File: src/core/uart_abr_pkg.sv
// constants and types for the baud generator with auto-baud detection
package uart_abr_pkg;

  // ----------------------------------------------------------------------
  // register map, byte addresses
  // ----------------------------------------------------------------------
  localparam logic [7:0] OFS_BAUD_DIVISOR = 8'h00;
  localparam logic [7:0] OFS_CONTROL = 8'h04;
  localparam logic [7:0] OFS_STATUS = 8'h08;
  localparam logic [7:0] OFS_RX_DATA = 8'h0C;
  localparam logic [7:0] OFS_TX_DATA = 8'h10;

  // values after reset
  localparam logic [15:0] BAUD_DIVISOR_RST = 16'h0010;
  localparam logic [7:0] CONTROL_RST = 8'h00;

  // control field positions
  localparam int CTL_PE = 0;
  localparam int CTL_OVERSAMPLE_BY_EIGHT = 1;
  localparam int CTL_STOP2 = 2;
  localparam int CTL_SPECIAL = 3;
  localparam int CTL_AUTOBAUD_PATTERN_SEL = 4;
  localparam int CTL_AUTOBAUD_ENABLE = 6;
  localparam int CTL_MSBF = 7;

  // status field positions
  localparam int ST_RX_NOT_EMPTY_FLAG = 0;
  localparam int ST_FE = 1;
  localparam int ST_AUTOBAUD_DONE_FLAG = 2;
  localparam int ST_AUTOBAUD_ERROR_FLAG = 3;
  localparam int ST_TXBUSY = 4;

  // oversampling: samples per bit, first of the three voting samples
  localparam logic [4:0] SMP_X16 = 5'h10;
  localparam logic [4:0] SMP_X8 = 5'h08;
  localparam logic [4:0] VOTE_X16 = 5'h07;
  localparam logic [4:0] VOTE_X8 = 5'h03;
  localparam logic [16:0] ACC_STEP = 17'h00010;

  // auto-baud bit length limits in clocks, and pattern modes
  localparam logic [19:0] ABR_MIN_X16 = 20'h00010;
  localparam logic [19:0] ABR_MIN_X8 = 20'h00008;
  localparam logic [1:0] ABR_START_BIT = 2'h0;
  localparam logic [1:0] ABR_TWO_BITS = 2'h1;
  localparam logic [1:0] ABR_SEVEN_F = 2'h2;
  localparam logic [1:0] ABR_FIVE_FIVE = 2'h3;

  typedef enum logic [3:0] {
    RX_IDLE = 4'h1, RX_START = 4'h2, RX_DATA = 4'h4, RX_STOP = 4'h8
  } rx_state_t;
  typedef enum logic [3:0] {
    TX_IDLE = 4'h1, TX_START = 4'h2, TX_DATA = 4'h4, TX_STOP = 4'h8
  } tx_state_t;
  typedef enum logic [3:0] {
    AB_IDLE = 4'h1, AB_ARMED = 4'h2, AB_RUN = 4'h4, AB_END = 4'h8
  } ab_state_t;

endpackage : uart_abr_pkg

File: src/core/uart_baud_gen_autobaud.sv
// baud generator, receiver/transmitter timing and auto-baud detection
`timescale 1ns/1ps
module uart_baud_gen_autobaud
  import uart_abr_pkg::*;
#(
  parameter int ABR_MAX_CLKS = 65536
) (
  input wire logic clk_sys_in,
  input wire logic rst_b_in,
  input wire logic wb_cyc_in,
  input wire logic wb_stb_in,
  input wire logic wb_we_in,
  input wire logic [7:0] wb_adr_in,
  input wire logic [3:0] wb_sel_in,
  input wire logic [31:0] wb_dat_in,
  input wire logic rx_in,
  output logic wb_ack_out,
  output logic [31:0] wb_dat_out,
  output logic tx_out,
  output logic rx_not_empty_out
);

  // ----------------------------------------------------------------------
  // functions
  // ----------------------------------------------------------------------
  function automatic logic [7:0] bit_rev(input logic [7:0] b);
    logic [7:0] r;
    r = 8'h00;
    for (int i = 0; i < 8; i++) begin
      r[i] = b[7 - i];
    end
    return r;
  endfunction : bit_rev

  function automatic logic vote3(input logic [2:0] v);
    return (v[0] & v[1]) | (v[0] & v[2]) | (v[1] & v[2]);
  endfunction : vote3

  // ----------------------------------------------------------------------
  // state
  // ----------------------------------------------------------------------
  logic [15:0] div_r;
  logic [7:0] ctl_r;
  logic rx_not_empty_flag_r, fe_r, autobaud_done_flag_r, autobaud_error_flag_r;
  logic [7:0] rx_data_r;
  rx_state_t rx_st_r;
  tx_state_t tx_st_r;
  ab_state_t ab_st_r;
  logic [4:0] rx_smp_r, tx_smp_r;
  logic [2:0] rx_bit_r, tx_bit_r;
  logic [2:0] vote_r;
  logic [7:0] rx_sh_r, tx_sh_r;
  logic tx_stop2_r, rx_prev_r, rx_done_r;
  logic [19:0] ab_cnt_r;
  logic [2:0] ab_falls_r;
  logic ab_rise_r, ab_br0_r;
  logic [1:0] tick;
  logic [1:0] restart;

  // ----------------------------------------------------------------------
  // bus decode
  // ----------------------------------------------------------------------
  wire logic bus_req = wb_cyc_in & wb_stb_in;
  wire logic wr_fire = bus_req & wb_ack_out & wb_we_in;
  wire logic rd_fire = bus_req & wb_ack_out & ~wb_we_in;
  wire logic sel_div = wb_adr_in == OFS_BAUD_DIVISOR;
  wire logic sel_ctl = wb_adr_in == OFS_CONTROL;
  wire logic sel_st = wb_adr_in == OFS_STATUS;
  wire logic sel_rxd = wb_adr_in == OFS_RX_DATA;
  wire logic sel_txd = wb_adr_in == OFS_TX_DATA;
  wire logic wr_div = wr_fire & sel_div & (|wb_sel_in[1:0]);
  wire logic wr_st = wr_fire & sel_st & wb_sel_in[0];
  // clearing the done flag (write 0) rearms detection
  wire logic autobaud_done_flag_clr = wr_st & ~wb_dat_in[ST_AUTOBAUD_DONE_FLAG];
  wire logic fe_clr = wr_st & wb_dat_in[ST_FE];
  wire logic rx_not_empty_flag_clr = rd_fire & sel_rxd;
  wire logic pe = ctl_r[CTL_PE];
  wire logic msbf = ctl_r[CTL_MSBF];
  wire logic [1:0] ab_mode = ctl_r[CTL_AUTOBAUD_PATTERN_SEL +: 2];
  wire logic [31:0] status_w = {27'h0, tx_st_r != TX_IDLE, autobaud_error_flag_r, autobaud_done_flag_r,
                                fe_r, rx_not_empty_flag_r};
  wire logic [31:0] rd_val = sel_div ? {16'h0, div_r} :
                             sel_ctl ? {24'h0, ctl_r} :
                             sel_st ? status_w :
                             sel_rxd ? {24'h0, rx_data_r} : 32'h0;

  // ----------------------------------------------------------------------
  // oversampling and effective divisor
  // ----------------------------------------------------------------------
  // special modes force sixteen-times oversampling
  // special modes never run at eight
  wire logic oversample_by_eight = ctl_r[CTL_OVERSAMPLE_BY_EIGHT] & ~ctl_r[CTL_SPECIAL];
  wire logic [4:0] n_smp = oversample_by_eight ? SMP_X8 : SMP_X16;
  wire logic [4:0] n_last = n_smp - 5'h01;
  wire logic [4:0] vote_a = oversample_by_eight ? VOTE_X8 : VOTE_X16;
  // register nibble holds divisor bits 3:1, bit 3 ignored
  wire logic [15:0] eff_div = oversample_by_eight ? {div_r[15:4], div_r[2:0], 1'b0} :
                              div_r;

  // ----------------------------------------------------------------------
  // sample tick generators, 0 = transmit, 1 = receive
  // ----------------------------------------------------------------------
  // both generators run off the one divisor register
  // tick rate 16*clk/div: bit rate clk/div or 2*clk/div at eight
  genvar g;
  generate
    for (g = 0; g < 2; g++) begin : g_acc
      logic [16:0] acc_r;
      logic t_r;
      wire logic [16:0] acc_sum = acc_r + ACC_STEP;
      wire logic hit = acc_sum >= {1'b0, eff_div};
      // restart edge counts as the first step, else bit one is a clock longer
      wire logic hit0 = ACC_STEP >= {1'b0, eff_div};
      // fractional accumulator keeps the fraction without a divider
      always_ff @(posedge clk_sys_in or negedge rst_b_in) begin
        if (!rst_b_in) begin
          acc_r <= 17'h00000;
          t_r <= 1'b0;
        end else if (restart[g]) begin
          acc_r <= hit0 ? ACC_STEP - {1'b0, eff_div} : ACC_STEP;
          t_r <= hit0;
        end else begin
          acc_r <= hit ? acc_sum - {1'b0, eff_div} : acc_sum;
          t_r <= hit;
        end
      end
      assign tick[g] = t_r;
    end
  endgenerate

  // ----------------------------------------------------------------------
  // receive line edges and auto-baud measurement decode
  // ----------------------------------------------------------------------
  wire logic fall = rx_prev_r & ~rx_in;
  wire logic rise = ~rx_prev_r & rx_in;
  wire logic ab_run = ab_st_r == AB_RUN;
  wire logic ab_act = ab_run | (ab_st_r == AB_END);
  // mode 0: start bit, fall to rise
  // first update after the start bit
  wire logic upd_s = ab_run & rise & ~ab_rise_r & (ab_mode != ABR_TWO_BITS);
  // mode 1: start plus bit 0, fall to fall
  wire logic upd_b = ab_run & fall & (ab_mode == ABR_TWO_BITS) &
                     (ab_falls_r == 3'h0);
  // mode 3 second update after bit 0
  wire logic upd_0 = ab_run & fall & (ab_mode == ABR_FIVE_FIVE) &
                     (ab_falls_r == 3'h0);
  // last update at the fall opening bit 7
  wire logic upd_6 = ab_run & fall &
                     (((ab_mode == ABR_SEVEN_F) & (ab_falls_r == 3'h0)) |
                      ((ab_mode == ABR_FIVE_FIVE) & (ab_falls_r == 3'h3)));
  wire logic upd = upd_s | upd_b | upd_0 | upd_6;
  wire logic upd_last = upd_6 | upd_b |
                        (upd_s & (ab_mode == ABR_START_BIT));
  wire logic [19:0] ab_t = upd_6 ? {3'h0, ab_cnt_r[19:3]} :
                           (upd_b | upd_0) ? {1'b0, ab_cnt_r[19:1]} :
                           ab_cnt_r;
  wire logic [2:0] sync_idx = upd_6 ? 3'h7 : (upd_b | upd_0) ? 3'h1 : 3'h0;
  // measured bit must lie within the clock range
  wire logic [19:0] ab_min = oversample_by_eight ? ABR_MIN_X8 : ABR_MIN_X16;
  wire logic range_bad = (ab_t < ab_min) | (ab_t > 20'(ABR_MAX_CLKS));
  wire logic ab_timeout = ab_run & (ab_cnt_r > 20'(ABR_MAX_CLKS));
  wire logic [20:0] d_full = oversample_by_eight ? {ab_t, 1'b0} : {1'b0, ab_t};
  wire logic [15:0] d_sat = (d_full > 21'h00FFFF) ? 16'hFFFF : d_full[15:0];
  // measured divisor stored in the layout of the mode
  wire logic [15:0] d_new = oversample_by_eight ? {d_sat[15:4], 1'b0, d_sat[3:1]} : d_sat;
  // edge inside the middle half of a bit at the bit-0 rate
  wire logic [4:0] q1 = {2'h0, n_smp[4:2]};
  wire logic sync_bad = ab_act & ab_br0_r & (rise | fall) & ~upd &
                        (rx_st_r == RX_DATA) & (rx_smp_r >= q1) &
                        (rx_smp_r < n_smp - q1);
  wire logic rx_end = tick[1] & (rx_smp_r == n_last);
  wire logic maj = vote3(vote_r);
  // a start bit that does not hold low counts as noise
  wire logic ab_abort = ab_act & (rx_st_r == RX_START) & rx_end & maj;
  wire logic ab_err = ab_act & ((upd & range_bad) | sync_bad | ab_timeout |
                                ab_abort);
  wire logic resync = upd & pe;
  wire logic rx_go = pe & (rx_st_r == RX_IDLE) & fall;
  wire logic tx_go = wr_fire & sel_txd & wb_sel_in[0] & pe &
                     (tx_st_r == TX_IDLE);
  wire logic tx_end = tick[0] & (tx_smp_r == n_last);

  // a bus divisor write restarts both baud counters, a measured update only the receive counter
  assign restart[0] = wr_div | tx_go;
  assign restart[1] = wr_div | rx_go | resync;

  // ----------------------------------------------------------------------
  // wishbone slave: one wait state, unmapped reads give zero
  // ----------------------------------------------------------------------
  always_ff @(posedge clk_sys_in or negedge rst_b_in) begin
    if (!rst_b_in) begin
      wb_ack_out <= 1'b0;
      wb_dat_out <= 32'h0;
    end else begin
      wb_ack_out <= bus_req & ~wb_ack_out;
      wb_dat_out <= (bus_req & ~wb_ack_out & ~wb_we_in) ? rd_val : 32'h0;
    end
  end

  // ----------------------------------------------------------------------
  // divisor and control registers
  // ----------------------------------------------------------------------
  // measured divisor written back by hardware
  always_ff @(posedge clk_sys_in or negedge rst_b_in) begin
    if (!rst_b_in) begin
      div_r <= BAUD_DIVISOR_RST;
    end else if (upd & ~range_bad) begin
      div_r <= d_new;
    end else if (wr_div) begin
      div_r[7:0] <= wb_sel_in[0] ? wb_dat_in[7:0] : div_r[7:0];
      div_r[15:8] <= wb_sel_in[1] ? wb_dat_in[15:8] : div_r[15:8];
    end
  end

  always_ff @(posedge clk_sys_in or negedge rst_b_in) begin
    if (!rst_b_in) begin
      ctl_r <= CONTROL_RST;
    end else if (wr_fire & sel_ctl & wb_sel_in[0]) begin
      ctl_r <= wb_dat_in[7:0];
    end
  end

  // ----------------------------------------------------------------------
  // status flags: hardware set wins over software clear
  // ----------------------------------------------------------------------
  // the data-ready flag also closes an auto-baud run
  always_ff @(posedge clk_sys_in or negedge rst_b_in) begin
    if (!rst_b_in) begin
      rx_not_empty_flag_r <= 1'b0;
      fe_r <= 1'b0;
      rx_data_r <= 8'h00;
    end else begin
      rx_not_empty_flag_r <= rx_done_r | (rx_not_empty_flag_r & ~rx_not_empty_flag_clr);
      fe_r <= (rx_done_r & ~maj) | (fe_r & ~fe_clr);
      if (rx_done_r) begin
        rx_data_r <= msbf ? bit_rev(rx_sh_r) : rx_sh_r;
      end
    end
  end

  // error flag sticky, cleared with the rearm
  always_ff @(posedge clk_sys_in or negedge rst_b_in) begin
    if (!rst_b_in) begin
      autobaud_done_flag_r <= 1'b0;
      autobaud_error_flag_r <= 1'b0;
    end else begin
      autobaud_done_flag_r <= ((ab_st_r == AB_END) & rx_done_r) | ab_abort |
                (autobaud_done_flag_r & ~autobaud_done_flag_clr);
      autobaud_error_flag_r <= ab_err | (autobaud_error_flag_r & ~autobaud_done_flag_clr);
    end
  end

  // ----------------------------------------------------------------------
  // auto-baud sequencer
  // ----------------------------------------------------------------------
  // enable arms and waits for the first falling edge
  // losing the enable disarms only while armed; a run already under way carries on
  always_ff @(posedge clk_sys_in or negedge rst_b_in) begin
    if (!rst_b_in) begin
      ab_st_r <= AB_IDLE;
    end else if (!pe) begin
      ab_st_r <= AB_IDLE;
    end else begin
      case (ab_st_r)
        AB_IDLE: begin
          if (ctl_r[CTL_AUTOBAUD_ENABLE] & ~autobaud_done_flag_r) ab_st_r <= AB_ARMED;
        end
        AB_ARMED: begin
          if (!ctl_r[CTL_AUTOBAUD_ENABLE]) ab_st_r <= AB_IDLE;
          else if (rx_go) ab_st_r <= AB_RUN;
        end
        AB_RUN: begin
          if (ab_abort) ab_st_r <= AB_IDLE;
          else if ((upd & upd_last) | ab_timeout) ab_st_r <= AB_END;
        end
        AB_END: begin
          if (rx_done_r | ab_abort) ab_st_r <= AB_IDLE;
        end
        default: ab_st_r <= AB_IDLE;
      endcase
    end
  end

  // counter runs from the start fall, edges counted per mode
  always_ff @(posedge clk_sys_in or negedge rst_b_in) begin
    if (!rst_b_in) begin
      ab_cnt_r <= 20'h00000;
      ab_falls_r <= 3'h0;
      ab_rise_r <= 1'b0;
      ab_br0_r <= 1'b0;
    end else if (ab_st_r == AB_ARMED) begin
      ab_cnt_r <= 20'h00001; // the start-fall edge is the first clock
      ab_falls_r <= 3'h0;
      ab_rise_r <= 1'b0;
      ab_br0_r <= 1'b0;
    end else if (ab_run) begin
      ab_cnt_r <= (&ab_cnt_r) ? ab_cnt_r : ab_cnt_r + 20'h00001;
      ab_falls_r <= fall ? ab_falls_r + 3'h1 : ab_falls_r;
      ab_rise_r <= ab_rise_r | rise;
      // later edges are judged at the bit-0 rate
      ab_br0_r <= ab_br0_r | upd_0;
    end
  end

  // ----------------------------------------------------------------------
  // receiver sample counter and three-sample vote
  // ----------------------------------------------------------------------
  wire logic vote_hit = (rx_smp_r >= vote_a) & (rx_smp_r <= vote_a + 5'h02);
  always_ff @(posedge clk_sys_in or negedge rst_b_in) begin
    if (!rst_b_in) begin
      rx_prev_r <= 1'b1;
      rx_smp_r <= 5'h00;
      vote_r <= 3'h7;
    end else begin
      rx_prev_r <= rx_in;
      if (rx_go | resync) begin
        rx_smp_r <= 5'h00;
      end else if (tick[1] & (rx_st_r != RX_IDLE)) begin
        rx_smp_r <= rx_end ? 5'h00 : rx_smp_r + 5'h01;
        // each bit sampled on 8th, 9th and 10th oversamples, 4th to 6th at eight
        if (vote_hit) vote_r <= {vote_r[1:0], rx_in};
      end
    end
  end

  // ----------------------------------------------------------------------
  // receiver framing
  // ----------------------------------------------------------------------
  always_ff @(posedge clk_sys_in or negedge rst_b_in) begin
    if (!rst_b_in) begin
      rx_st_r <= RX_IDLE;
      rx_bit_r <= 3'h0;
      rx_sh_r <= 8'h00;
      rx_done_r <= 1'b0;
    end else begin
      rx_done_r <= 1'b0;
      if (!pe) begin
        rx_st_r <= RX_IDLE;
      end else if (resync) begin
        rx_st_r <= RX_DATA;
        rx_bit_r <= sync_idx;
        if (sync_idx == 3'h1) rx_sh_r[0] <= 1'b1;
        // a bit ending on the measured edge is still kept
        if ((rx_st_r == RX_DATA) & rx_end) rx_sh_r[rx_bit_r] <= maj;
      end else begin
        case (rx_st_r)
          RX_IDLE: begin
            if (fall) rx_st_r <= RX_START;
          end
          RX_START: begin
            if (rx_end) begin
              rx_st_r <= maj ? RX_IDLE : RX_DATA;
              rx_bit_r <= 3'h0;
            end
          end
          RX_DATA: begin
            if (rx_end) begin
              rx_sh_r[rx_bit_r] <= maj;
              rx_bit_r <= rx_bit_r + 3'h1;
              if (rx_bit_r == 3'h7) rx_st_r <= RX_STOP;
            end
          end
          RX_STOP: begin
            // second stop never checked, looks like idle
            // ready raised at the end of the first stop
            if (rx_end) begin
              rx_st_r <= RX_IDLE;
              rx_done_r <= 1'b1;
            end
          end
          default: rx_st_r <= RX_IDLE;
        endcase
      end
    end
  end

  // ----------------------------------------------------------------------
  // transmitter, shares the rate of the receiver
  // ----------------------------------------------------------------------
  always_ff @(posedge clk_sys_in or negedge rst_b_in) begin
    if (!rst_b_in) begin
      tx_st_r <= TX_IDLE;
      tx_smp_r <= 5'h00;
      tx_bit_r <= 3'h0;
      tx_sh_r <= 8'h00;
      tx_stop2_r <= 1'b0;
      tx_out <= 1'b1;
    end else if (!pe) begin
      tx_st_r <= TX_IDLE;
      tx_out <= 1'b1;
    end else begin
      if (tick[0] & (tx_st_r != TX_IDLE)) begin
        tx_smp_r <= tx_end ? 5'h00 : tx_smp_r + 5'h01;
      end
      case (tx_st_r)
        TX_IDLE: begin
          tx_out <= 1'b1;
          if (tx_go) begin
            // bit order fixed at load, so the shifter is always lsb first
            tx_sh_r <= msbf ? bit_rev(wb_dat_in[7:0]) : wb_dat_in[7:0];
            tx_stop2_r <= ctl_r[CTL_STOP2];
            tx_smp_r <= 5'h00;
            tx_st_r <= TX_START;
            tx_out <= 1'b0;
          end
        end
        TX_START: begin
          if (tx_end) begin
            tx_st_r <= TX_DATA;
            tx_bit_r <= 3'h0;
            tx_out <= tx_sh_r[0];
          end
        end
        TX_DATA: begin
          if (tx_end) begin
            tx_bit_r <= tx_bit_r + 3'h1;
            tx_out <= (tx_bit_r == 3'h7) ? 1'b1 : tx_sh_r[tx_bit_r + 3'h1];
            if (tx_bit_r == 3'h7) tx_st_r <= TX_STOP;
          end
        end
        TX_STOP: begin
          if (tx_end) begin
            tx_stop2_r <= 1'b0;
            if (!tx_stop2_r) tx_st_r <= TX_IDLE;
          end
        end
        default: tx_st_r <= TX_IDLE;
      endcase
    end
  end

  // data-ready level drives the interrupt line
  always_ff @(posedge clk_sys_in or negedge rst_b_in) begin
    if (!rst_b_in) begin
      rx_not_empty_out <= 1'b0;
    end else begin
      rx_not_empty_out <= rx_done_r | (rx_not_empty_flag_r & ~rx_not_empty_flag_clr);
    end
  end

endmodule : uart_baud_gen_autobaud

File: config.mk
export PLATFORM = sky130hd
export DESIGN_NAME = uart_baud_gen_autobaud
export DESIGN_NICKNAME = d
export VERILOG_FILES = /design/src/core/uart_abr_pkg.sv /design/src/core/uart_baud_gen_autobaud.sv
export SDC_FILE = /design/constraint.sdc
export NUM_CORES = 1
export LEC_CHECK = 0
export BUFFER_PORTS_ARGS = -buffer_cell sky130_fd_sc_hd__buf_2
export CORE_MARGIN = 4
export CORE_UTILIZATION = 40
export CTS_CLUSTER_DIAMETER = 40
export DETAILED_ROUTE_END_ITERATION = 8
export MAX_ROUTING_LAYER = met4
export PLACE_DENSITY = 0.68
export SETUP_SLACK_MARGIN = 0.05
export SLEW_MARGIN = 20
export SYNTH_ARGS = -nofsm -noshare
export SYNTH_HDL_FRONTEND = slang
export SYNTH_SLANG_ARGS = --single-unit
File: constraint.sdc
create_clock -name clk_sys_in -period 4.1 [get_ports clk_sys_in]
set_input_delay 0.615 -clock clk_sys_in [delete_from_list [all_inputs] [get_ports clk_sys_in]]
set_output_delay 0.615 -clock clk_sys_in [all_outputs]
set_load 0.02 [all_outputs]
# Yosys cells after proc, flatten, opt, wreduce, memory -nomap -nowiden
# Index checks and enable logic that the tools add are counted.
# totals
register_bits,165
out_inout_bits,35
elab_cells,359
# op_classes
n_addsub,14
n_lt_le_gt_ge,14
eq_ne,52
muxes,104
bitwise_logic,110
n_reduce_logical,32
# op_table
op,n
$mux 20,5
$mux 4,23
$mux 8,11
$mux 17,5
$mux 16,5
$and 1x1->1,67
$pmux 4 s4,3
$mux 5,9
$gt 20x17->1 const B,2
$add 17x5->17 const B,2
$ge 17x16->1,2
$sub 17x16->17,2
$mux 3,11
$or 1x1->1,28
$ne 3x3->1 const B,9
$mux 1,23
$gt 21x16->1 const B,1
$mux 21,1
$add 20x1->20 const B,1
$lt 20x5->1,1
$ne 4x4->1 const B,5
$reduce_and 20->1,1
$reduce_and 4->1,5
$reduce_bool 2->1,10
other kinds (48),94

# Logic depth before layout (Yosys ltp)
# Gate-level depths: netlist of run 1.
# depth
ltp_word,18
mapped_depth,17
ltp_nobuf,14

# Least setup slack after synthesis of run 1
# OpenSTA, ideal clock, no wires.
# synth_timing
path_kind,register to register
from,reg ctl_r[3]
to,reg g_acc[0].acc_r[11]
arrival_time_ns,3.904
path_slack_ns,0.058
stages_incl_launch_ff,17
n_path_buf,3
period_less_slack_ns,4.042
cell_sequence,dfrtp_1 nand2b_1 clkbuf_1 inv_2 buf_1 a21o_1 inv_1 ha_1 nor2b_1 o21ai_0 a21boi_0 o21ai_0 a21oi_1 a311oi_1 clkbuf_1 mux2i_1 a21oi_1
# synth_via
elab_chain_cells,6
# synth_lines
element,line,text
from (decl),uart_baud_gen_autobaud.sv:43,logic [7:0] ctl_r;
from (signal assigned),uart_baud_gen_autobaud.sv:219,ctl_r <= wb_dat_in[7:0];
$not 1->1 (*),uart_baud_gen_autobaud.sv:92,wire logic oversample_by_eight = ctl_r[CTL_OVERSAMPLE_BY_EIGHT] & ~ctl_r[CTL_SPECIAL];
$and 1x1->1 (*),uart_baud_gen_autobaud.sv:92,
$mux 4 (*),uart_baud_gen_autobaud.sv:97,"wire logic [15:0] eff_div = oversample_by_eight ? {div_r[15:4], div_r[2:0], 1'b0} :"
"$sub 17x16->17, or another cell as far along",uart_baud_gen_autobaud.sv:123,"acc_r <= hit ? acc_sum - {1'b0, eff_div} : acc_sum;"
$mux 17 (on tied branches),"uart_baud_gen_autobaud.sv:123, uart_baud_gen_autobaud.sv:120",
$mux 17 (*),uart_baud_gen_autobaud.sv:119,end else if (restart[g]) begin
to (signal assigned),uart_baud_gen_autobaud.sv:120,"acc_r <= hit0 ? ACC_STEP - {1'b0, eff_div} : ACC_STEP;"
to (signal assigned),uart_baud_gen_autobaud.sv:123,
to (decl),uart_baud_gen_autobaud.sv:108,logic [16:0] acc_r;
# Mark *: on every way between the ends. The rest lies on a longest branch, timed or not.
# A chain may end at the register's enable or synchronous reset.

# Worst setup path in the final report of run 1
# layout_timing
from,reg ctl_r[3]
to,reg g_acc[1].acc_r[1]
# layout_via
elab_chain_cells,6
# layout_lines
element,line
$not 1->1 (*),uart_baud_gen_autobaud.sv:92
$and 1x1->1 (*),uart_baud_gen_autobaud.sv:92
$mux 4 (*),uart_baud_gen_autobaud.sv:97
"$sub 17x16->17, or another cell as far along",uart_baud_gen_autobaud.sv:123
$mux 17 (on tied branches),"uart_baud_gen_autobaud.sv:123, uart_baud_gen_autobaud.sv:120"
$mux 17 (*),uart_baud_gen_autobaud.sv:119
to (signal assigned),uart_baud_gen_autobaud.sv:120
to (signal assigned),uart_baud_gen_autobaud.sv:123
to (decl),uart_baud_gen_autobaud.sv:108
# Marks and branches as above.

==> key figures, run 1 <==
Die
  – Row count: 61
  – Die ar.: roughly 32000 sq um
  – Initial Utilization: around two fifths
  – Die height: 178 microns
  – # IOs: between 80 and 90
  – Core area: approximately 28000 sq um
  – Die Wd: around 180 microns

GRT
  – Largest net degree at the start of global routing: between 90 and 100
  – Total GRT Usage: 20.3%
  – Vias in the first global route: between 9000 and 10000
  – GRT overflow: 0
  – Initial antenna violation count: 0
  – First-pass GRT wire length: 50000 microns

Power and ir drop
  – Clock Power Share: between 20% and 30%
  – Switch Pwr: between 2 and 2.5 mW
  – Switching fraction of total power: between 30% and 40%
  – Comb pwr share: 42.4%
  – Static Leak: between 5 and 6 nW
  – Sequential share of power: between 30% and 40%
  – Cell Pwr Density: around 490 nW/um^2
  – Pint: 3.93 mW
  – VDD IR max: 258 uV
  – Pwr Total: about 6.3 mW

Logic synthesis
  – Synth Area per Inst: 8.76 sq um
  – Synth area leaders: dfrtp_1 (34%), ha_1 (6.0%), mux2i_1 (4.9%)
  – Seq cells post-synth: between 150 and 200
  – Cell area after synthesis: between 10000 and 15000 sq um
  – Post-synth EDFFs: 0
  – Ys async rst share: 100%
  – Synth unique cells: 89
  – Top_reg_cell synth: dfrtp_1
  – Top cell type's share of synthesized area: ~34%
  – Synth warn: 0
  – Leading area contributor after synthesis: dfrtp_1
  – Register area share after synthesis: a little over a third
  – Mapped Cells: 1319

CTS
  – TritonCTS Buffers: 17
  – Hold Buf Count CTS: 0
  – Clk buf depth: 2
  – Root Driver: clkbuf_16
  – Clk_lat worst skew: 0.44 ns
  – Clock sink count: roughly 170
  – Post-CTS setup buffers: 0
  – Clock Pin Slew Worst Setup and Hold Paths: approximately 0.07 ns
  – CTS tree: done
  – H-tree levels: 4

Run
  – Max cap viols: 0

Setup path
  – Register-to-register setup slack: around 0.29 ns
  – Critical path class: flop to flop
  – Arrival time at the worst endpoint: between 4 and 5 ns
  – Largest delay share family, worst path: compound AO/OA/AOI/OAI gates
  – Slowest stage cell, crit path: a311o_1
  – R2r startpoint: ctl_r[3]$_DFFE_PN0P_
  – R2R cell count: 14
  – Req. time, crit path: between 4 and 5 ns
  – Setup crit end kind: flop
  – CP max stage delay: 0.65 ns
  – CP Depth: 14
  – Crit-path cells: nand2b_1, inv_2, nor2_1, a21o_1, inv_1, ha_1, nor2b_1, o31a_1, o21ai_0, nand2_1, a21bo_2, a311o_1, mux2_2, o21ai_0
  – Crit Path Max Fanout: 13
  – Cell repeated most along the worst path: o21ai_0
  – WP buf/inv: 2
  – Critical Path Start Type: flop
  – RR Endpoint: g_acc[1].acc_r[1]$_DFFE_PN0P_

Cells and area
  – Fill cells: 2686
  – Layout cells sized above 1: about an eighth
  – Number of diodes: 0
  – Most common cell after layout, fill and taps aside: dfrtp_1
  – Nets: between 1000 and 1500
  – Area grow syn2layout: 10.9%
  – Most frequent cells in the layout: dfrtp_1 (156), nand2_1 (133), nor2_1 (118)
  – Non-filler cells, final: 1746

Timing
  – Setup Skew: between 0.01 and 0.015 ns
  – Final setup viols: 0
  – Tcrit/Tclk final: roughly 93%
  – F_max: around 0.26 GHz
  – Setup TNS: 0 ns
  – Final hold vios: 0
  – Fin Hold WS: around 0.27 ns
  – Post-route worst setup slack: approximately 0.29 ns
  – Slew @ Worst Pin: 0.969 ns
  – RSZ-0062 raised after global routing: no
  – Minimum clock period: roughly 3.8 ns
  – Worst-case headroom to the max-slew limit: a little over a third
  – Final Max Tran Viols: 0

Drt
  – Initial drt markers: around 940
  – Final antenna-violating net count: 0
  – Vias: approximately 10000
  – Pre-antenna DRT Iters: 9
  – DRC Markers: 0
  – Routed WL: a little over 30000 microns
  – Routed WL per cell: around 18 microns
  – Post-DR vias/cell: between 5 and 6

Status
  – Status: complete, no violations

Place
  – Placed Cells: around 1700
  – Buffers on Ports: 50
  – Pre-CTS setup slack: approximately 0.33 ns
  – Detailed placement HPWL: 23100 microns
  – GPL Wtd Cong: around 0.93

Hold path
  – Hold Crit Class: primary input to async pin
[layout make-up]
type                    count  area, sq um  area share (%)
flip-flops and latches    165         4140            32.3
multi-input cells        1037         6910            54.0
repair buffers             78          492            3.84
clock buffers              19          443            3.46
inverters                  56          210            1.64
well taps                 378          473            3.69
clock inverters            13          138            1.07
[per-stage QoR]
step,area (sq um),utilization [%]
floorplan,11600,-
global placement,12200,43.4
detailed placement,12200,43.4
CTS,12800,45.5
global route,12800,45.5
finish,12800,45.5
[logic make-up (layout without fill, tap and decap cells)]
family | after synthesis | in the layout | synth area share [%]
compound gates | 343 | 343 | 20.0
xor+xnor | 64 | 64 | 4.85
fa+ha+maj | 57 | 57 | 6.31
buf+inv | 132 | 166 | 5.02
flops | 165 | 165 | 35.9
mux | 76 | 76 | 6.99
other cells | 1 | 16 | 0.0325
simple gates | 481 | 481 | 21.0
[cells in the mapped netlist (10+ instances only)]
library cell and instances:
xnor2_1 42, nand4_1 16, or3_1 13, and3_1 13, mux2i_1 57, a21o_1 16
nand2_1 133, a21oi_2 10, nor3_1 31, a2111oi_0 10, a21oi_1 93, xor2_1 22
nor2b_1 16, nand3_1 42, nand2b_1 16, nor2_1 118, a211oi_1 17, nand3b_1 17
ha_1 55, o21ai_0 76, clkbuf_1 47, buf_4 18, nor4_1 18, a222oi_1 11
dfrtp_1 156, mux2_2 17, a31oi_1 11, inv_1 54
[power groups by stage]
stage	registers, mW	logic (mW)	clock network, mW
finish	1.99	2.66	1.62
floorplan	1.99	2.09	0
global placement	2.01	2.55	0
CTS	1.99	2.64	1.64
detailed placement	2.02	2.62	0
global route	2.02	2.99	1.71
[how the worst max path moves through the flow]
stage                               from  slack (ns)                             to
floorplan           ctl_r[3]$_DFFE_PN0P_        0.06   g_acc[0].acc_r[11]$_DFF_PN0_
CTS                 ctl_r[3]$_DFFE_PN0P_        0.32  g_acc[1].acc_r[1]$_DFFE_PN0P_
detailed placement  ctl_r[3]$_DFFE_PN0P_        0.33  g_acc[1].acc_r[1]$_DFFE_PN0P_
global route        ctl_r[3]$_DFFE_PN0P_         0.1  g_acc[1].acc_r[1]$_DFFE_PN0P_
finish              ctl_r[3]$_DFFE_PN0P_        0.29  g_acc[1].acc_r[1]$_DFFE_PN0P_
global placement                   rx_in        0.41           div_r[3]$_DFFE_PN0P_
[state kept, by name, indices dropped and copies added (netlist names), 2 cells and up]
name         count
rx_smp_r         5
g_acc.acc_r     34
wb_dat_out      16
g_acc.t_r        2
tx_st_r          4
rx_sh_r          8
tx_smp_r         5
ab_falls_r       3
rx_st_r          4
rx_data_r        8
ab_st_r          4
ab_cnt_r        20
vote_r           3
tx_bit_r         3
rx_bit_r         3
tx_sh_r          8
ctl_r            8
div_r           16
[repair_timing]
item	4_1_cts	5_1_grt
hold endpoints to repair	0	0
gates resized for setup	0	1
setup endpoints to repair	0	1
[layer usage]
metal,vias to the layer above,track usage [%],wire length [microns]
li1,4865,-,-
met1,4883,27.6,14400
met4,0,6.35,746
met2,310,31.1,14200
met5,-,-,0
met3,61,3.30,1540
Power figures use the tool's default switching activity.
==> run 2, diff against run 1 <==
--- a/config.mk
+++ b/config.mk
@@ -11,7 +11,7 @@
 export CTS_CLUSTER_DIAMETER = 40
 export DETAILED_ROUTE_END_ITERATION = 8
 export MAX_ROUTING_LAYER = met4
-export PLACE_DENSITY = 0.68
+export PLACE_DENSITY = 0.66
 export SETUP_SLACK_MARGIN = 0.05
 export SLEW_MARGIN = 20
 export SYNTH_ARGS = -nofsm -noshare
==> constraint.sdc (replaced) <==
create_clock -name clk_sys_in -period 3.9 [get_ports clk_sys_in]
set_input_delay 0.585 -clock clk_sys_in [delete_from_list [all_inputs] [get_ports clk_sys_in]]
set_output_delay 0.585 -clock clk_sys_in [all_outputs]
set_load 0.02 [all_outputs]
==> key figures, run 2 (synthesis results as in run 1) <==
Status
  – Status: complete, no violations

GRT
  – Total GRT Usage: 20.2%
  – First-pass GRT wire length: between 50000 and 60000 microns
  – GRT overflow: 0
  – Largest net degree at the start of global routing: 98
  – Initial antenna violation count: 0
  – Vias in the first global route: ~9600

Die
  – Die ar.: between 30000 and 40000 sq um
  – Die height: between 150 and 200 microns
  – Row count: 61
  – Initial Utilization: between 40% and 50%
  – # IOs: 85
  – Core area: between 20000 and 30000 sq um
  – Die Wd: around 180 microns

Cells and area
  – Most frequent cells in the layout: dfrtp_1 (156), nand2_1 (133), nor2_1 (117)
  – Biggest regs: g_acc.acc_r: 34 flops, ab_cnt_r: 20 flops
  – Max reg flops: 34
  – Nets: about 1500
  – Non-filler cells, final: between 1500 and 2000
  – Most common cell after layout, fill and taps aside: dfrtp_1
  – Post-Route Utilization: 45.6%
  – Fill cells: ~2700
  – Layout cells sized above 1: between 10% and 20%
  – Number of diodes: 0
  – Area grow syn2layout: 11.3%
  – Top reg by flops: g_acc.acc_r

Place
  – Pre-CTS setup slack: 0.195 ns
  – Buffers on Ports: 50
  – Detailed placement HPWL: about 23000 microns
  – GPL Wtd Cong: around 0.94
  – Placed Cells: between 1500 and 2000

Setup path
  – R2R cell count: 16
  – Req. time, crit path: 4.25 ns
  – Setup crit end kind: flop
  – Register-to-register setup slack: 0.25 ns
  – Arrival time at the worst endpoint: 3.99 ns
  – Critical path class: flop to flop
  – Crit Path Max Fanout: 11
  – RR Endpoint: g_acc[0].acc_r[3]$_DFFE_PN0P_
  – Critical Path Start Type: flop
  – R2r startpoint: g_acc[0].acc_r[4]$_DFF_PN0_

Timing
  – Final hold vios: 0
  – F_max: between 0.2 and 0.3 GHz
  – Worst-case headroom to the max-slew limit: 33.3%
  – Minimum clock period: roughly 3.6 ns
  – Setup Skew: around 0.016 ns
  – Slew @ Worst Pin: around 1.0 ns
  – Setup TNS: 0 ns
  – Final setup viols: 0
  – Fin Hold WS: around 0.24 ns
  – Tcrit/Tclk final: about 93%
  – Post-route worst setup slack: roughly 0.25 ns
  – RSZ-0062 raised after global routing: no
  – Final Max Tran Viols: 0

CTS
  – CTS tree: done
  – Clock Pin Slew Worst Setup and Hold Paths: 0.07 ns
  – H-tree levels: 4
  – TritonCTS Buffers: 17
  – Root Driver: clkbuf_16
  – Hold Buf Count CTS: 0
  – Clk_lat worst skew: ~0.44 ns
  – Clock sink count: ~170
  – Clk buf depth: 2

Hold path
  – Hold Crit Class: primary input to async pin

Drt
  – DRC Markers: 0
  – Routed WL per cell: 17.8 microns
  – Routed WL: approximately 31000 microns
  – Vias: 10200
  – Pre-antenna DRT Iters: 8
  – Final antenna-violating net count: 0
  – Initial drt markers: roughly 890
  – Post-DR vias/cell: between 5 and 6

Power and ir drop
  – Switch Pwr: about 2.5 mW
  – Static Leak: between 5 and 6 nW
  – Sequential share of power: approximately a third
  – Switching fraction of total power: a little under two fifths
  – Cell Pwr Density: 514 nW/um^2
  – Clock Power Share: between 20% and 30%
  – Pint: 4.15 mW
  – Comb pwr share: between 40 and 50%
  – VDD IR max: 333 uV

Run
  – Max cap viols: 0
[run 2: layout make-up]
| cell class | instances | area (sq um) | area share [%] |
|---|---|---|---|
| Sequential cell | 165 | 4140 | 32.2 |
| Multi-Input combinational cell | 1037 | 6930 | 53.9 |
| Timing Repair Buffer | 85 | 536 | 4.17 |
| Clock buffer | 21 | 450 | 3.50 |
| Inverter | 56 | 210 | 1.64 |
| Tap cell | 378 | 473 | 3.68 |
| Clock inverter | 11 | 116 | 0.905 |
[run 2: through the flow]
stage                     instance area (sq um)  power (mW)
after global placement                    12200        4.83
after detailed placement                  12200        4.89
after floorplan                           11600        4.30
after CTS                                 12800        6.59
final                                     12900        6.61
after global routing                      12900        7.08
[run 2: repair_timing]
item | CTS | global route
buffers inserted | 0 | 2
setup endpoints to repair | 0 | 23
resized for setup | 0 | 8
[run 2: metal layers]
metal | vias to the layer above | part of all wire, % | global-route usage [%]
li1 | 4877 | - | -
met1 | 4931 | 45 | 26.8
met3 | 52 | 5.7 | 3.41
met2 | 312 | 47 | 32.0
met4 | 0 | 2.2 | 5.70
met5 | - | 0 | -
[run 2: power groups by stage]
stage          combinational (mW)  sequential, mW  clock [mW]
6_report                     2.84            2.10        1.67
5_1_grt                      3.18            2.13        1.78
4_1_cts                      2.78            2.10        1.70
3_5_place_dp                 2.76            2.13           0
3_3_place_gp                 2.71            2.12           0
2_1_floorplan                2.21            2.09           0
[run 2: worst max-delay path by stage]
stage	startpoint	cells after the start	end
6_report	g_acc[0].acc_r[4]$_DFF_PN0_	16	g_acc[0].acc_r[3]$_DFFE_PN0P_
5_1_grt	g_acc[0].acc_r[4]$_DFF_PN0_	16	g_acc[0].acc_r[3]$_DFFE_PN0P_
4_1_cts	g_acc[0].acc_r[4]$_DFF_PN0_	15	g_acc[0].acc_r[13]$_DFF_PN0_
3_5_place_dp	ctl_r[3]$_DFFE_PN0P_	13	g_acc[1].acc_r[1]$_DFFE_PN0P_
3_3_place_gp	g_acc[0].acc_r[4]$_DFF_PN0_	15	g_acc[0].acc_r[12]$_DFF_PN0_
2_1_floorplan	ctl_r[3]$_DFFE_PN0P_	16	g_acc[1].acc_r[3]$_DFFE_PN0P_
[run 2: worst max-delay path, cell delays in order (launching register included)]
cell	delay, ns
dfrtp_1	0.44
ha_1	0.24
nand2_1	0.08
nor2_2	0.16
and3_1	0.22
nand3_1	0.10
xnor2_1	0.17
ha_2	0.44
nand4_1	0.16
nor2_1	0.24
a31oi_1	0.13
nand2_1	0.17
a311oi_4	0.10
buf_4	0.21
buf_4	0.13
or4_1	0.47
o211ai_1	0.11
==> run 3, diff against run 2 <==
--- a/config.mk
+++ b/config.mk
@@ -5,9 +5,11 @@
 export SDC_FILE = /design/constraint.sdc
 export NUM_CORES = 1
 export LEC_CHECK = 0
+export ABC_CLOCK_PERIOD_IN_PS = 3900
 export BUFFER_PORTS_ARGS = -buffer_cell sky130_fd_sc_hd__buf_2
 export CORE_MARGIN = 4
 export CORE_UTILIZATION = 40
+export CTS_BUF_LIST = sky130_fd_sc_hd__clkbuf_4 sky130_fd_sc_hd__clkbuf_8
 export CTS_CLUSTER_DIAMETER = 40
 export DETAILED_ROUTE_END_ITERATION = 8
 export MAX_ROUTING_LAYER = met4
@@ -17,3 +19,4 @@
 export SYNTH_ARGS = -nofsm -noshare
 export SYNTH_HDL_FRONTEND = slang
 export SYNTH_SLANG_ARGS = --single-unit
+export TNS_END_PERCENT = 5
==> key figures, run 3 (synthesis results as in run 1) <==
Status
  – Status: complete, no violations

Timing
  – RSZ-0062 raised after global routing: yes
  – Slew @ Worst Pin: 0.987 ns
  – Setup TNS: 0 ns
  – F_max: approximately 0.28 GHz
  – Setup Skew: 0.0304 ns
  – Tcrit/Tclk final: just over 90%
  – Worst-case headroom to the max-slew limit: 34.2%
  – Final Max Tran Viols: 0
  – Minimum clock period: ~3.6 ns
  – Final setup viols: 0
  – Final hold vios: 0

Drt
  – Routed WL per cell: roughly 18 microns
  – Pre-antenna DRT Iters: 9
  – Met1 WL: roughly 14000 microns
  – Final antenna-violating net count: 0
  – Initial drt markers: 915
  – DRC Markers: 0
  – Routed WL: a little over 30000 microns
  – Max layer used: met4
  – Post-DR vias/cell: between 5 and 6
  – Met2 WL: between 10000 and 15000 microns
  – Met3 WL post-DR: 1640 microns
  – Vias: just over 10000

CTS
  – Clock Pin Slew Worst Setup and Hold Paths: ~0.090 ns
  – Clk_lat worst skew: roughly 0.49 ns
  – TritonCTS Buffers: 17
  – Clock sink count: ~170
  – CTS tree: done
  – Root Driver: clkbuf_8
  – Clk buf depth: 2
  – Hold Buf Count CTS: 0
  – H-tree levels: 4

Die
  – Die ar.: roughly 32000 sq um
  – Die Wd: about 180 microns
  – # IOs: 85
  – Core area: roughly 28000 sq um
  – Row count: between 60 and 70
  – Die height: between 150 and 200 microns
  – Initial Utilization: between 40% and 50%

GRT
  – Vias in the first global route: roughly 9600
  – First-pass GRT wire length: 50000 microns
  – Largest net degree at the start of global routing: between 90 and 100
  – Initial antenna violation count: 0
  – Total GRT Usage: about a fifth
  – GRT overflow: 0

Setup path
  – Critical Path Start Type: flop
  – Crit Path Max Fanout: 17
  – Req. time, crit path: between 4 and 5 ns
  – Critical path class: flop to flop
  – Arrival time at the worst endpoint: 4.02 ns
  – Setup crit end kind: flop

Hold path
  – Hold Crit Class: primary input to async pin

Cells and area
  – Max reg flops: 34
  – Fill cells: about 2800
  – Number of diodes: 0
  – Most frequent cells in the layout: dfrtp_1 (156), nand2_1 (133), nor2_1 (117)
  – Register area: between 4000 and 5000 sq um
  – Most common cell after layout, fill and taps aside: dfrtp_1
  – Nets: about 1500
  – Multi-input gate area: ~6900 sq um
  – Final instance area: between 10000 and 15000 sq um
  – Biggest regs: g_acc.acc_r: 34 flops, ab_cnt_r: 20 flops
  – Area grow syn2layout: 9.63%
  – Layout cells sized above 1: 13.4%
  – Top reg by flops: g_acc.acc_r

Power and ir drop
  – Static Leak: ~5.5 nW
  – VDD IR max: 221 uV
  – Cell Pwr Density: ~490 nW/um^2

Place
  – Cell Area, Placed: 12200 sq um
  – Buffers on Ports: 50
  – GPL Wtd Cong: 0.943
  – Detailed placement HPWL: 23200 microns

Run
  – Max cap viols: 0
-- run 3: changes by cell type in the layout (fill, tap and decap cells not counted) --
cell,delta
clkbuf_4,+3
a21oi_1,+1
clkbuf_8,+17
clkbuf_16,-17
a21oi_2,-1
clkbuf_1,-3
buf_4,-1
-- run 3: layout make-up --
class                      instances  area share, %
multi-input combinational       1037           54.7
clock inverter                    11          0.919
timing repair buffer              84           4.17
tap                              378           3.74
sequential                       165           32.7
inverter                          56           1.66
clock buffer                      21           2.13
-- run 3: layer usage --
metal,global-route usage [%],vias to the layer above
li1,-,4860
met1,26.8,4988
met2,31.6,300
met3,3.03,46
met4,6.57,0
met5,-,-
-- run 3: stage by stage --
step / hold WS [ns] / power [mW] / cells / setup slack, ns / util, %
floorplan: 0.289 / 4.30 / 1334 / 0.0710 / -
CTS: 0.209 / 6.17 / 1751 / 0.168 / 44.9
detailed placement: 0.458 / 4.89 / 1719 / 0.195 / 43.5
global route: 0.213 / 6.66 / 1752 / 0.0111 / 45.0
finish: 0.192 / 6.19 / 1752 / 0.272 / 45.0
global placement: 0.446 / 4.83 / 1719 / 0.244 / 43.5
-- run 3: power breakdown --
part | internal [mW] | switching, mW | total, mW
sequential | 1.93 | 0.171 | 2.10
clock | 0.557 | 0.703 | 1.26
combinational | 1.30 | 1.53 | 2.83
total | 3.79 | 2.41 | 6.19
-- run 3: final timing paths --
kind / from / end / slack, ns / cells past startpoint
max: ab_falls_r[0]$_DFFE_PN0P_ / div_r[3]$_DFFE_PN0P_ / 0.27 / 11
min: rst_b_in / ab_cnt_r[4]$_DFFE_PN0P_ / 0.19 / 1
max reg2reg: ab_falls_r[0]$_DFFE_PN0P_ / div_r[3]$_DFFE_PN0P_ / 0.27 / 11
max in group asynchronous: rst_b_in / tx_out$_DFFE_PN1P_ / 2.73 / 2
min reg2reg: wb_ack_out$_DFF_PN0_ / wb_ack_out$_DFF_PN0_ / 0.46 / 1
min in group clk_sys_in: rx_in / rx_prev_r$_DFF_PN1_ / 0.23 / 1
-- run 3: worst max-delay path, stage by stage (launching register included) --
cell and delay (ns):
dfrtp_1 0.42, ha_1 0.21, ha_1 0.23, and3_1 0.26
o211a_1 0.37, a221oi_1 0.46, ha_1 0.31, a31oi_1 0.16
or4b_1 0.50, a32oi_4 0.21, buf_12 0.20, mux2i_1 0.21
-- run 3: repair_timing --
action | 4_1_cts | 5_1_grt
buffers inserted | 0 | 1
gates resized for setup | 0 | 7
endpoints found under the setup margin | 0 | 24
